<file path="src/uvfrs_pkg.sv">
// Function
// - hold-off code: off during fault, on after
// - retry field sets attempts, all-ones unlimited
// - attempts exhausted with fault: output latched off
// - latch cleared by reset or power cycle
// - delay two spaces successive restart attempts
// - delay one precedes disabling after fault with code 01 only
// - code 01: run delay one, then retry
// - code 10: shut down at once, retry
//
// constants and types for the undervoltage fault retry sequencer
// assumes a 100 MHz device clock and a comparator fault level on that clock
package uvfrs_pkg;

  // ----------------------------------------------------------------
  // timing
  // ----------------------------------------------------------------
  localparam int CLK_PERIOD_NS = 10;
  localparam int NS_PER_MS     = 1_000_000;
  localparam int MS_CYCLES_DFLT = NS_PER_MS / CLK_PERIOD_NS;  // cycles per millisecond

  // delay one, in ms: 10 20 40 80 160 320 640 1280
  localparam logic [11:0] DELAY1_MS [8] = '{12'h00a, 12'h014, 12'h028, 12'h050,
                                           12'h0a0, 12'h140, 12'h280, 12'h500};
  // delay two, in ms: 252 558 924 1260 1596 1932 2268 2604
  localparam logic [11:0] DELAY2_MS [8] = '{12'h0fc, 12'h22e, 12'h39c, 12'h4ec,
                                           12'h63c, 12'h78c, 12'h8dc, 12'ha2c};

  // ----------------------------------------------------------------
  // control register
  // ----------------------------------------------------------------
  localparam logic [7:0] CTRL_RESET     = 8'h00;
  localparam logic [2:0] RETRY_INFINITE = 3'h7;
  localparam logic [2:0] CNT_ONE        = 3'h1;
  localparam logic [11:0] MS_MAX        = 12'hfff;

  typedef enum logic [1:0] {
    RESP_IGNORE  = 2'h0,  // do nothing
    RESP_DELAYED = 2'h1,  // keep running delay one, then shut down and retry
    RESP_NOW     = 2'h2,  // shut down at once and retry
    RESP_HOLD    = 2'h3   // off until the fault clears
  } uvfrs_resp_e;

  // bits [7:6] response, [5:3] retries, [2:0] delay select
  typedef struct packed {
    uvfrs_resp_e response;
    logic [2:0]  retries;
    logic [2:0]  delay_sel;
  } uvfrs_ctrl_s;

  typedef enum logic [2:0] {
    ST_RUN,
    ST_DELAY1,
    ST_HOLD_OFF,
    ST_RETRY_WAIT,
    ST_LATCHED
  } uvfrs_state_e;

endpackage

</file>
<file path="src/uvfrs_top.sv">
// undervoltage fault response sequencer: control register, state machine,
// millisecond timer and attempt counter driving the output enable
// assumes fault and power_on come from logic on the same clock
`timescale 1ns/1ps
module uvfrs_top #(
  parameter int MS_CYCLES = uvfrs_pkg::MS_CYCLES_DFLT  // clock cycles per ms
) (
  input  wire logic                   clk,         // 100 MHz device clock
  input  wire logic                   rstn,        // async reset, active low
  input  wire logic                   ctrl_we,     // control register write strobe
  input  wire uvfrs_pkg::uvfrs_ctrl_s ctrl_wdata,  // control register write data
  input  wire logic                   fault,       // undervoltage fault level
  input  wire logic                   power_on,    // operation on; low means off
  output logic                        out_en,      // power stage output enable
  output uvfrs_pkg::uvfrs_ctrl_s      ctrl_q,      // control register readback
  output uvfrs_pkg::uvfrs_state_e     state_q,     // sequencer state
  output logic [2:0]                  retry_cnt_q, // restart attempts made
  output logic                        latched_q    // output latched off
);
  import uvfrs_pkg::*;

  uvfrs_state_e state_reg;
  uvfrs_state_e state_next;
  logic [31:0]  pre_reg;
  logic [11:0]  ms_reg;
  logic [2:0]   cnt_reg;
  logic         out_en_reg;
  logic [2:0]   lim;
  logic [11:0]  d1_ms;
  logic [11:0]  d2_ms;
  logic         expire1;
  logic         expire2;
  logic         limit_hit;
  logic         restart;
  logic         latched_reg;

  // ----------------------------------------------------------------
  // control register
  // ----------------------------------------------------------------
  // software write port
  always_ff @(posedge clk or negedge rstn)
  begin
    if (!rstn)
      ctrl_q <= uvfrs_ctrl_s'(CTRL_RESET);
    else if (ctrl_we)
      ctrl_q <= ctrl_wdata;
  end

  // decoded delays and limit
  assign lim       = ctrl_q.retries;
  assign d1_ms     = DELAY1_MS[ctrl_q.delay_sel];
  assign d2_ms     = DELAY2_MS[ctrl_q.delay_sel];
  assign expire1   = ms_reg >= d1_ms;
  assign expire2   = ms_reg >= d2_ms;
  assign limit_hit = (lim != RETRY_INFINITE) && (cnt_reg >= lim);
  assign restart   = (state_reg == ST_RETRY_WAIT) && expire2 && power_on;

  // ----------------------------------------------------------------
  // state machine
  // ----------------------------------------------------------------
  // next state from fault, response and timers
  always_comb
  begin
    state_next = state_reg;
    unique case (state_reg)
      ST_RUN:
      begin
        if (fault)
        begin
          unique case (ctrl_q.response)
            RESP_DELAYED: state_next = ST_DELAY1;
            RESP_NOW:     state_next = limit_hit ? ST_LATCHED : ST_RETRY_WAIT;
            RESP_HOLD:    state_next = ST_HOLD_OFF;
            RESP_IGNORE:  state_next = ST_RUN;
          endcase
        end
      end
      ST_DELAY1:
      begin
        if (!fault)
          state_next = ST_RUN;
        else if (expire1)
          state_next = limit_hit ? ST_LATCHED : ST_RETRY_WAIT;
      end
      ST_HOLD_OFF:
      begin
        if (!fault)
          state_next = ST_RUN;
      end
      ST_RETRY_WAIT:
      begin
        if (expire2)
          state_next = ST_RUN;
      end
      ST_LATCHED:
      begin
        state_next = ST_LATCHED;
      end
    endcase
    if (!power_on)
      state_next = ST_RUN;
  end

  // state register
  always_ff @(posedge clk or negedge rstn)
  begin
    if (!rstn)
      state_reg <= ST_RUN;
    else
      state_reg <= state_next;
  end

  // ----------------------------------------------------------------
  // millisecond timer, restarted on every state change
  // ----------------------------------------------------------------
  always_ff @(posedge clk or negedge rstn)
  begin
    if (!rstn)
    begin
      pre_reg <= 32'h0000_0000;
      ms_reg  <= 12'h000;
    end
    else if (state_next != state_reg)
    begin
      pre_reg <= 32'h0000_0000;
      ms_reg  <= 12'h000;
    end
    else if (pre_reg == 32'(MS_CYCLES - 1))
    begin
      pre_reg <= 32'h0000_0000;
      if (ms_reg != MS_MAX)
        ms_reg <= ms_reg + 12'h001;
    end
    else
      pre_reg <= pre_reg + 32'h0000_0001;
  end

  // ----------------------------------------------------------------
  // attempt counter
  // ----------------------------------------------------------------
  // clear on fault clear, count restarts
  always_ff @(posedge clk or negedge rstn)
  begin
    if (!rstn)
      cnt_reg <= 3'h0;
    else if (!power_on || (state_reg == ST_RUN && !fault))
      cnt_reg <= 3'h0;
    else if (restart && cnt_reg != RETRY_INFINITE)
      cnt_reg <= cnt_reg + CNT_ONE;
  end

  // ----------------------------------------------------------------
  // outputs
  // ----------------------------------------------------------------
  // enable only while running or in delay one
  always_ff @(posedge clk or negedge rstn)
  begin
    if (!rstn)
      out_en_reg <= 1'b0;
    else
      out_en_reg <= power_on && (state_next == ST_RUN || state_next == ST_DELAY1);
  end

  // latched-off indicator
  // registered from the next state so it tracks the state register exactly
  always_ff @(posedge clk or negedge rstn)
  begin
    if (!rstn)
      latched_reg <= 1'b0;
    else
      latched_reg <= (state_next == ST_LATCHED);
  end

  assign out_en      = out_en_reg;
  assign state_q     = state_reg;
  assign retry_cnt_q = cnt_reg;
  assign latched_q   = latched_reg;
endmodule

</file>
<file path="config.mk">
export PLATFORM = sky130hd
export DESIGN_NAME = uvfrs_top
export DESIGN_NICKNAME = d
export VERILOG_FILES = /design/src/uvfrs_pkg.sv /design/src/uvfrs_top.sv
export SDC_FILE = /design/constraint.sdc
export NUM_CORES = 1
export LEC_CHECK = 0
export CAP_MARGIN = 15
export CORE_ASPECT_RATIO = 1.75
export CORE_MARGIN = 5
export CORE_UTILIZATION = 25
export DETAILED_ROUTE_END_ITERATION = 6
export DONT_BUFFER_PORTS = 1
export SLEW_MARGIN = 20
export SYNTH_ARGS = -nofsm -noshare
export SYNTH_HDL_FRONTEND = slang
export SYNTH_SLANG_ARGS = --single-unit
export TNS_END_PERCENT = 5
</file>
<file path="constraint.sdc">
create_clock -name clk -period 5.7 [get_ports clk]
set_clock_uncertainty 0.2 [all_clocks]
set_input_delay 0.57 -clock clk [delete_from_list [all_inputs] [get_ports clk]]
set_output_delay 0.57 -clock clk [all_outputs]
set_load 0.005 [all_outputs]
</file>
# Word level (Yosys, flattened, before mapping)
# Memory sizes are Yosys's and may differ from the RTL's.
# Cells that the tools add are included.
[word_totals] in_bits=13 rom_bits=192 ram_bits=0 latchBits=0 regBits=60 word_cells=70 n_memories=2 output_inout_bits=16
[classes] n_reduce_logical=17 muxes=20 div=0 bitwise=1 addsub=3 mul=0 eq_ne=14 magnitude_cmp=4 shifts=0
[mem_list] name="(no name shown)" depth=8 word_bits=12 read_ports=1 rd_ports_with_merged_regs=0 wr=0 line_no="uvfrs_top.sv:52" text="assign d2_ms = DELAY2_MS[ctrl_q.delay_sel];"
[mem_list] name="(no name shown)" depth=8 word_bits=12 read_ports=1 rd_ports_with_merged_regs=0 wr=0 line_no="uvfrs_top.sv:51" text="assign d1_ms = DELAY1_MS[ctrl_q.delay_sel];"
[ops] operator="$mux 12" n=7
[ops] operator="$mux 32" n=2
[ops] operator="$add 32x1->32 const B" n=1
[ops] operator="$eq 32x17->1 const B" n=1
[ops] operator="$mux 3" n=9
[ops] operator="$ge 12x12->1" n=2
[ops] operator="$pmux 3 s5" n=1
[ops] operator="$add 12x1->12 const B" n=1
[ops] operator="$ne 12x12->1 const B" n=1
[ops] operator="$pmux 3 s4" n=1
[ops] operator="$eq 3x1->1 const B" n=2
[ops] operator="$eq 3x2->1 const B" n=2
[ops] operator="$eq 3x3->1 const B" n=2
[ops] operator="$logic_and 1x1->1" n=6
[ops] operator="$logic_not 3->1" n=2
[ops] operator="$ne 3x3->1 const B" n=2
[ops] operator="$reduce_bool 2->1" n=3
[ops] operator="$eq 2x2->1 const B" n=2
[ops] operator="$ge 4x4->1 const B" n=1
[ops] operator="$not 3->4" n=1
[ops] operator="$add 3x1->3 const B" n=1
[ops] operator="$ge 3x3->1" n=1
[ops] operator="$ne 3x3->1" n=1
[ops] operator="$eq 2x1->1 const B" n=1
[ops] operator="4 further kinds" n=6

# Longest topological paths before layout
[logic_depth] word_depth=12 ltp_mapped=13

# Worst setup path after synthesis
# Ideal clock, no wire load.
[synth_path] kind="flip-flop to flip-flop" start="reg ctrl_q[0] (netlist bit)" end="reg ms_reg[10]" path_buffers=1 setup_time_ps=134 period_less_slack_ps=3330 arrival_time_ps=2996 t_required_ps=5366 stages_incl_launch_ff=12 slack_ps=2370 cell_sequence="dfrtp_1 > inv_1 > ha_1 > mux2_2 > ha_1 > a22o_1 > o41ai_2 > a21oi_1 > a2bb2oi_1 > o31ai_2 > clkbuf_1 > nor3_1"
[synth_via] elab_chain_len=12 elab_cells_between_ends=19 classes_between="order compare: 2; eq/ne: 1; mux: 10; bitwise: 1; reduce/logical: 3; memory: 2"
[synth_rtl] item="start, declared" line_no="uvfrs_top.sv:15" text="output uvfrs_pkg::uvfrs_ctrl_s ctrl_q,"
[synth_rtl] item="start signal, assigned" line_no="uvfrs_top.sv:44" text="ctrl_q <= uvfrs_ctrl_s'(CTRL_RESET);"
[synth_rtl] item="start signal, assigned" line_no="uvfrs_top.sv:46" text="ctrl_q <= ctrl_wdata;"
[synth_rtl] item="$not 3->4 (implied by the code) *" line_no="uvfrs_top.sv:51, uvfrs_top.sv:52"
[synth_rtl] item="$mem_v2 8x12"
[synth_rtl] item="$mux 12 (implied by the code) (2 in a row)" line_no="uvfrs_top.sv:51"
[synth_rtl] item="$ge 12x12->1" line_no="uvfrs_top.sv:53" text="assign expire1 = ms_reg >= d1_ms;"
[synth_rtl] item="$mux 3" line_no="uvfrs_top.sv:82" text="else if (expire1)"
[synth_rtl] item="$mux 3" line_no="uvfrs_top.sv:80" text="if (!fault)"
[synth_rtl] item="$pmux 3 s5 *" line_no="uvfrs_top.sv:65" text="unique case (state_reg)"
[synth_rtl] item="$mux 3 *" line_no="uvfrs_top.sv:100" text="if (!power_on)"
[synth_rtl] item="$ne 3x3->1 *" line_no="uvfrs_top.sv:123" text="else if (state_next != state_reg)"
[synth_rtl] item="$reduce_bool 2->1 (no source line)"
[synth_rtl] item="$reduce_and 2->1 (no source line)"
[synth_rtl] item="end signal, assigned" line_no="uvfrs_top.sv:132" text="ms_reg <= ms_reg + 12'h001;"
[synth_rtl] item="end, declared" line_no="uvfrs_top.sv:25" text="logic [11:0] ms_reg;"
# Every way passes the cells marked *; elsewhere a longest branch is shown, timed or not. The select of a mux whose other input is x is not followed.
# A chain may end at the register's enable or synchronous reset.

# Final worst setup path
[layout_path] start="reg ctrl_q[0] (netlist bit)" end="reg pre_reg[27]"
[layout_via] elab_chain_len=11 elab_cells_between_ends=16 classes_between="order compare: 2; eq/ne: 1; mux: 10; bitwise: 1; memory: 2"
[layout_rtl] item="$not 3->4 (implied by the code) *" line_no="uvfrs_top.sv:51, uvfrs_top.sv:52"
[layout_rtl] item="$mem_v2 8x12"
[layout_rtl] item="$mux 12 (implied by the code) (2 in a row)" line_no="uvfrs_top.sv:51"
[layout_rtl] item="$ge 12x12->1" line_no="uvfrs_top.sv:53"
[layout_rtl] item="$mux 3" line_no="uvfrs_top.sv:82"
[layout_rtl] item="$mux 3" line_no="uvfrs_top.sv:80"
[layout_rtl] item="$pmux 3 s5 *" line_no="uvfrs_top.sv:65"
[layout_rtl] item="$mux 3 *" line_no="uvfrs_top.sv:100"
[layout_rtl] item="$ne 3x3->1 *" line_no="uvfrs_top.sv:123"
[layout_rtl] item="$mux 32 *" line_no="uvfrs_top.sv:123"
[layout_rtl] item="end signal, assigned" line_no="uvfrs_top.sv:135" text="pre_reg <= pre_reg + 32'h0000_0001;"
[layout_rtl] item="end, declared" line_no="uvfrs_top.sv:24" text="logic [31:0] pre_reg;"
# Marks and branches as above.

==> impl_metrics.tcl <==
set metrics [dict create \
    critPathKind "flip-flop to flip-flop" \
    crit_path_start "ctrl_q[0]" \
    setup_slack_ns 1.658 \
    core_um2 15460 \
    postRouteAntennaNets 0 \
    wl_mm 8.800 \
    grt_pass1_wl_mm 15.17 \
    fin_setup_tns_ns 0 \
    gp_congestion 0.7504 \
    postCtsSetupRepairBufs 0 \
    via_count 3013 \
    first_global_vias 3147 \
    synthCells 418 \
    finalHoldViolCount 0 \
    min_period_over_period_pct 70.91 \
    reg2reg_from "ctrl_q[0]" \
    power.leakage_nw 1.844 \
    rsz0062_at_grt "false" \
    max_freq_ghz 0.2474 \
    path_cells "inv_1 -> ha_1 -> mux2_2 -> ha_1 -> a22o_1 -> o41ai_2 -> a21oi_1 -> a2bb2oi_1 -> o31ai_4 -> buf_4 -> nor3_1" \
    port_buffers 0 \
    worstReg2RegEnd "pre_reg[27]" \
    crit_family "compound AO/OA/AOI/OAI gates" \
    fp.dieH_um 176.3 \
    clkLatencyLatePin_ns 0.33 \
    antenna_found_initial 0 \
    critPathMaxStageDelay_ns 0.55 \
    cpMaxStageDelayCell "o31ai_4" \
    start_kind "flip-flop" \
    htreeDepth 3 \
    syn-mean-instance-area_um2 9.447 \
    gr-total-overflow 0 \
    syn-num-nets 462 \
    slew_viol_final 0 \
    synth_area_um2 3949 \
    drive_gt1_share_pct 10.95 \
    numCtsBuffers 9 \
    cp.required_ns 5.69 \
    reg2reg_depth 11 \
    cts_root_buf "clkbuf_16" \
    grt_max_degree 61 \
    place_area_um2 4130 \
    cp_data_arrival_time_ns 4.03 \
    viasPerCell 4.972 \
    rows 60 \
    clock_path_buffers 2 \
    path_clk_slew_ns 0.05 \
    ioPinCount 29 \
    crit_top_cell "ha_1" \
    rrSetupSlack_ns 1.66 \
    drc_errors 0 \
    area_growth_pct 13.78 \
    synth-main-ff-cell "dfrtp_1" \
    fin_nets 459 \
    hold_path.class "input port to flip-flop" \
    maxSlewHeadroom_pct 42.46 \
    finalNonFillerCells 606 \
    synth_edf_count 0 \
    critPathMaxFanout 31 \
    yosysWarningCount 0 \
    start_util_pct 25.53 \
    ys_seq_area_share_pct 38.02 \
    hold_start "ctrl_we" \
    vdd_drop_max_mv 0.2016 \
    cp-end-kind "flip-flop" \
    power_density_nw_per_um2 350.2 \
    drt_first_iter_violations 139 \
    dpl.cell_count 588 \
    diodes 0 \
    ys_types 50 \
    worst-path-buf-inv 2 \
    cts_tree "done" \
    endpoint "pre_reg[27]" \
    setup_violations 0 \
    die-area_um2 18510 \
    largest_reg_flops 32 \
    clock-sinks 60 \
    synthArstFlopShare_pct 100.0 \
    ys_ff_latch 60 \
    fin_area_um2 4493 \
    dr.pass1.iters 6 \
    worst_slew_pin_slew_ns 0.8552 \
    path_depth 11 \
    pre_cts_ws_ns 1.669 \
    hpwlAfterDp_mm 6.492 \
    drv_cap 0 \
    min_period_ns 4.042 \
    grt_usage_pct 9.980 \
    fp.dieW_um 105.0 \
    outcome "finished clean" \
    wl_per_cell_um 14.52 \
]
==> cell usage after synthesis, drive strengths merged, types with 2 or more instances <==
cell type  instances  area (um2)
a2111oi            3       47.55
a211oi             2       15.01
a21o               3       22.52
a21oi             13       65.06
a31oi              2       25.02
and2               3       21.28
and3               9       56.30
and4               5       43.79
buf               10       75.07
clkbuf             9       33.78
dfrtp             60        1501
ha                31       387.9
inv               20       75.07
mux2               5       56.30
mux2i              5       50.05
nand2             34       127.6
nand2b             5       31.28
nand3             18       90.09
nand3b             3       22.52
nand4             12       75.07
nor2              23       86.33
nor2b              2       12.51
nor3              42       210.2
nor3b              3       22.52
nor4              17       143.9
nor4b              2       23.77
o2111ai            2       35.04
o211ai             2       15.01
o21ai             17       85.08
or2                4       25.02
xnor2             19       166.4
xor2              23       201.4
==> cells in the final DEF (no fill, tap or decap), drive strengths merged, types with 2 or more instances in the layout <==
cell type	count
dfrtp	60
nor3	42
nand2	34
ha	31
nor2	23
xor2	23
inv	21
xnor2	19
nand3	18
o21ai	17
nor4	17
a21oi	13
nand4	12
and3	9
clkbuf	9
nand2b	5
mux2i	5
mux2	5
and4	5
or2	4
buf	4
a21o	3
nor3b	3
nand3b	3
clkinvlp	3
a2111oi	3
and2	3
nor2b	2
a31oi	2
a211oi	2
o211ai	2
bufinv	2
nor4b	2
o2111ai	2
==> logic make-up after synthesis <==
kind of cell | share of synthesized area, %
compound gates | 9.664
fa+ha+maj | 9.823
simple gates | 25.82
buf+inv | 4.658
mux | 2.693
flops | 38.02
xor+xnor | 9.316
==> timing repair <==
action / 4_1_cts / 5_1_grt
resized for setup: 0 / 0
hold endpoints to repair: 60 / 0
hold buffers: 2 / 0
==> cell type report <==
type                    count  area, um2
inverters                  20      75.07
fillers                  1638      10970
well taps                 186      232.7
clock buffers               9      225.2
clock inverters             7      100.1
flip-flops and latches     60       1501
repair buffers              5      80.08
multi-input cells         319       2278
==> per-layer routing <==
| metal | vias up | track usage, % | part of all wire (%) |
|---|---|---|---|
| met3 | 17 | 2.708 | 3.7 |
| met5 | - | 0 | 0 |
| met1 | 1458 | 10.39 | 39 |
| met4 | 0 | 5.013 | 3.2 |
| met2 | 46 | 18.14 | 54 |
| li1 | 1492 | - | - |
==> how the worst min path moves through the flow <==
stage,to,slack (ns),cells past startpoint
global placement,pre_reg[23],0.08,0
floorplan,ctrl_q[0],0.07,0
CTS,ctrl_q[0],0.12,1
finish,ctrl_q[0],0.13,1
global route,ctrl_q[6],0.12,1
detailed placement,pre_reg[21],0.08,0
==> through the flow <==
stage          hold WS (ns)  util [%]  power (mW)
2_1_floorplan       0.07441         -      0.8985
3_3_place_gp        0.07925     26.53      0.9264
3_5_place_dp        0.07890     26.71      0.9870
4_1_cts              0.1159     29.05       1.591
5_1_grt              0.1210     29.05       1.664
6_report             0.1274     29.05       1.573
==> power by group <==
part           total (mW)  internal (mW)  switching [mW]
Clock               0.589          0.384           0.205
Combinational       0.479          0.174           0.306
Sequential          0.505          0.453          0.0520
Total                1.57           1.01           0.563
Power figures use the tool's default switching activity.
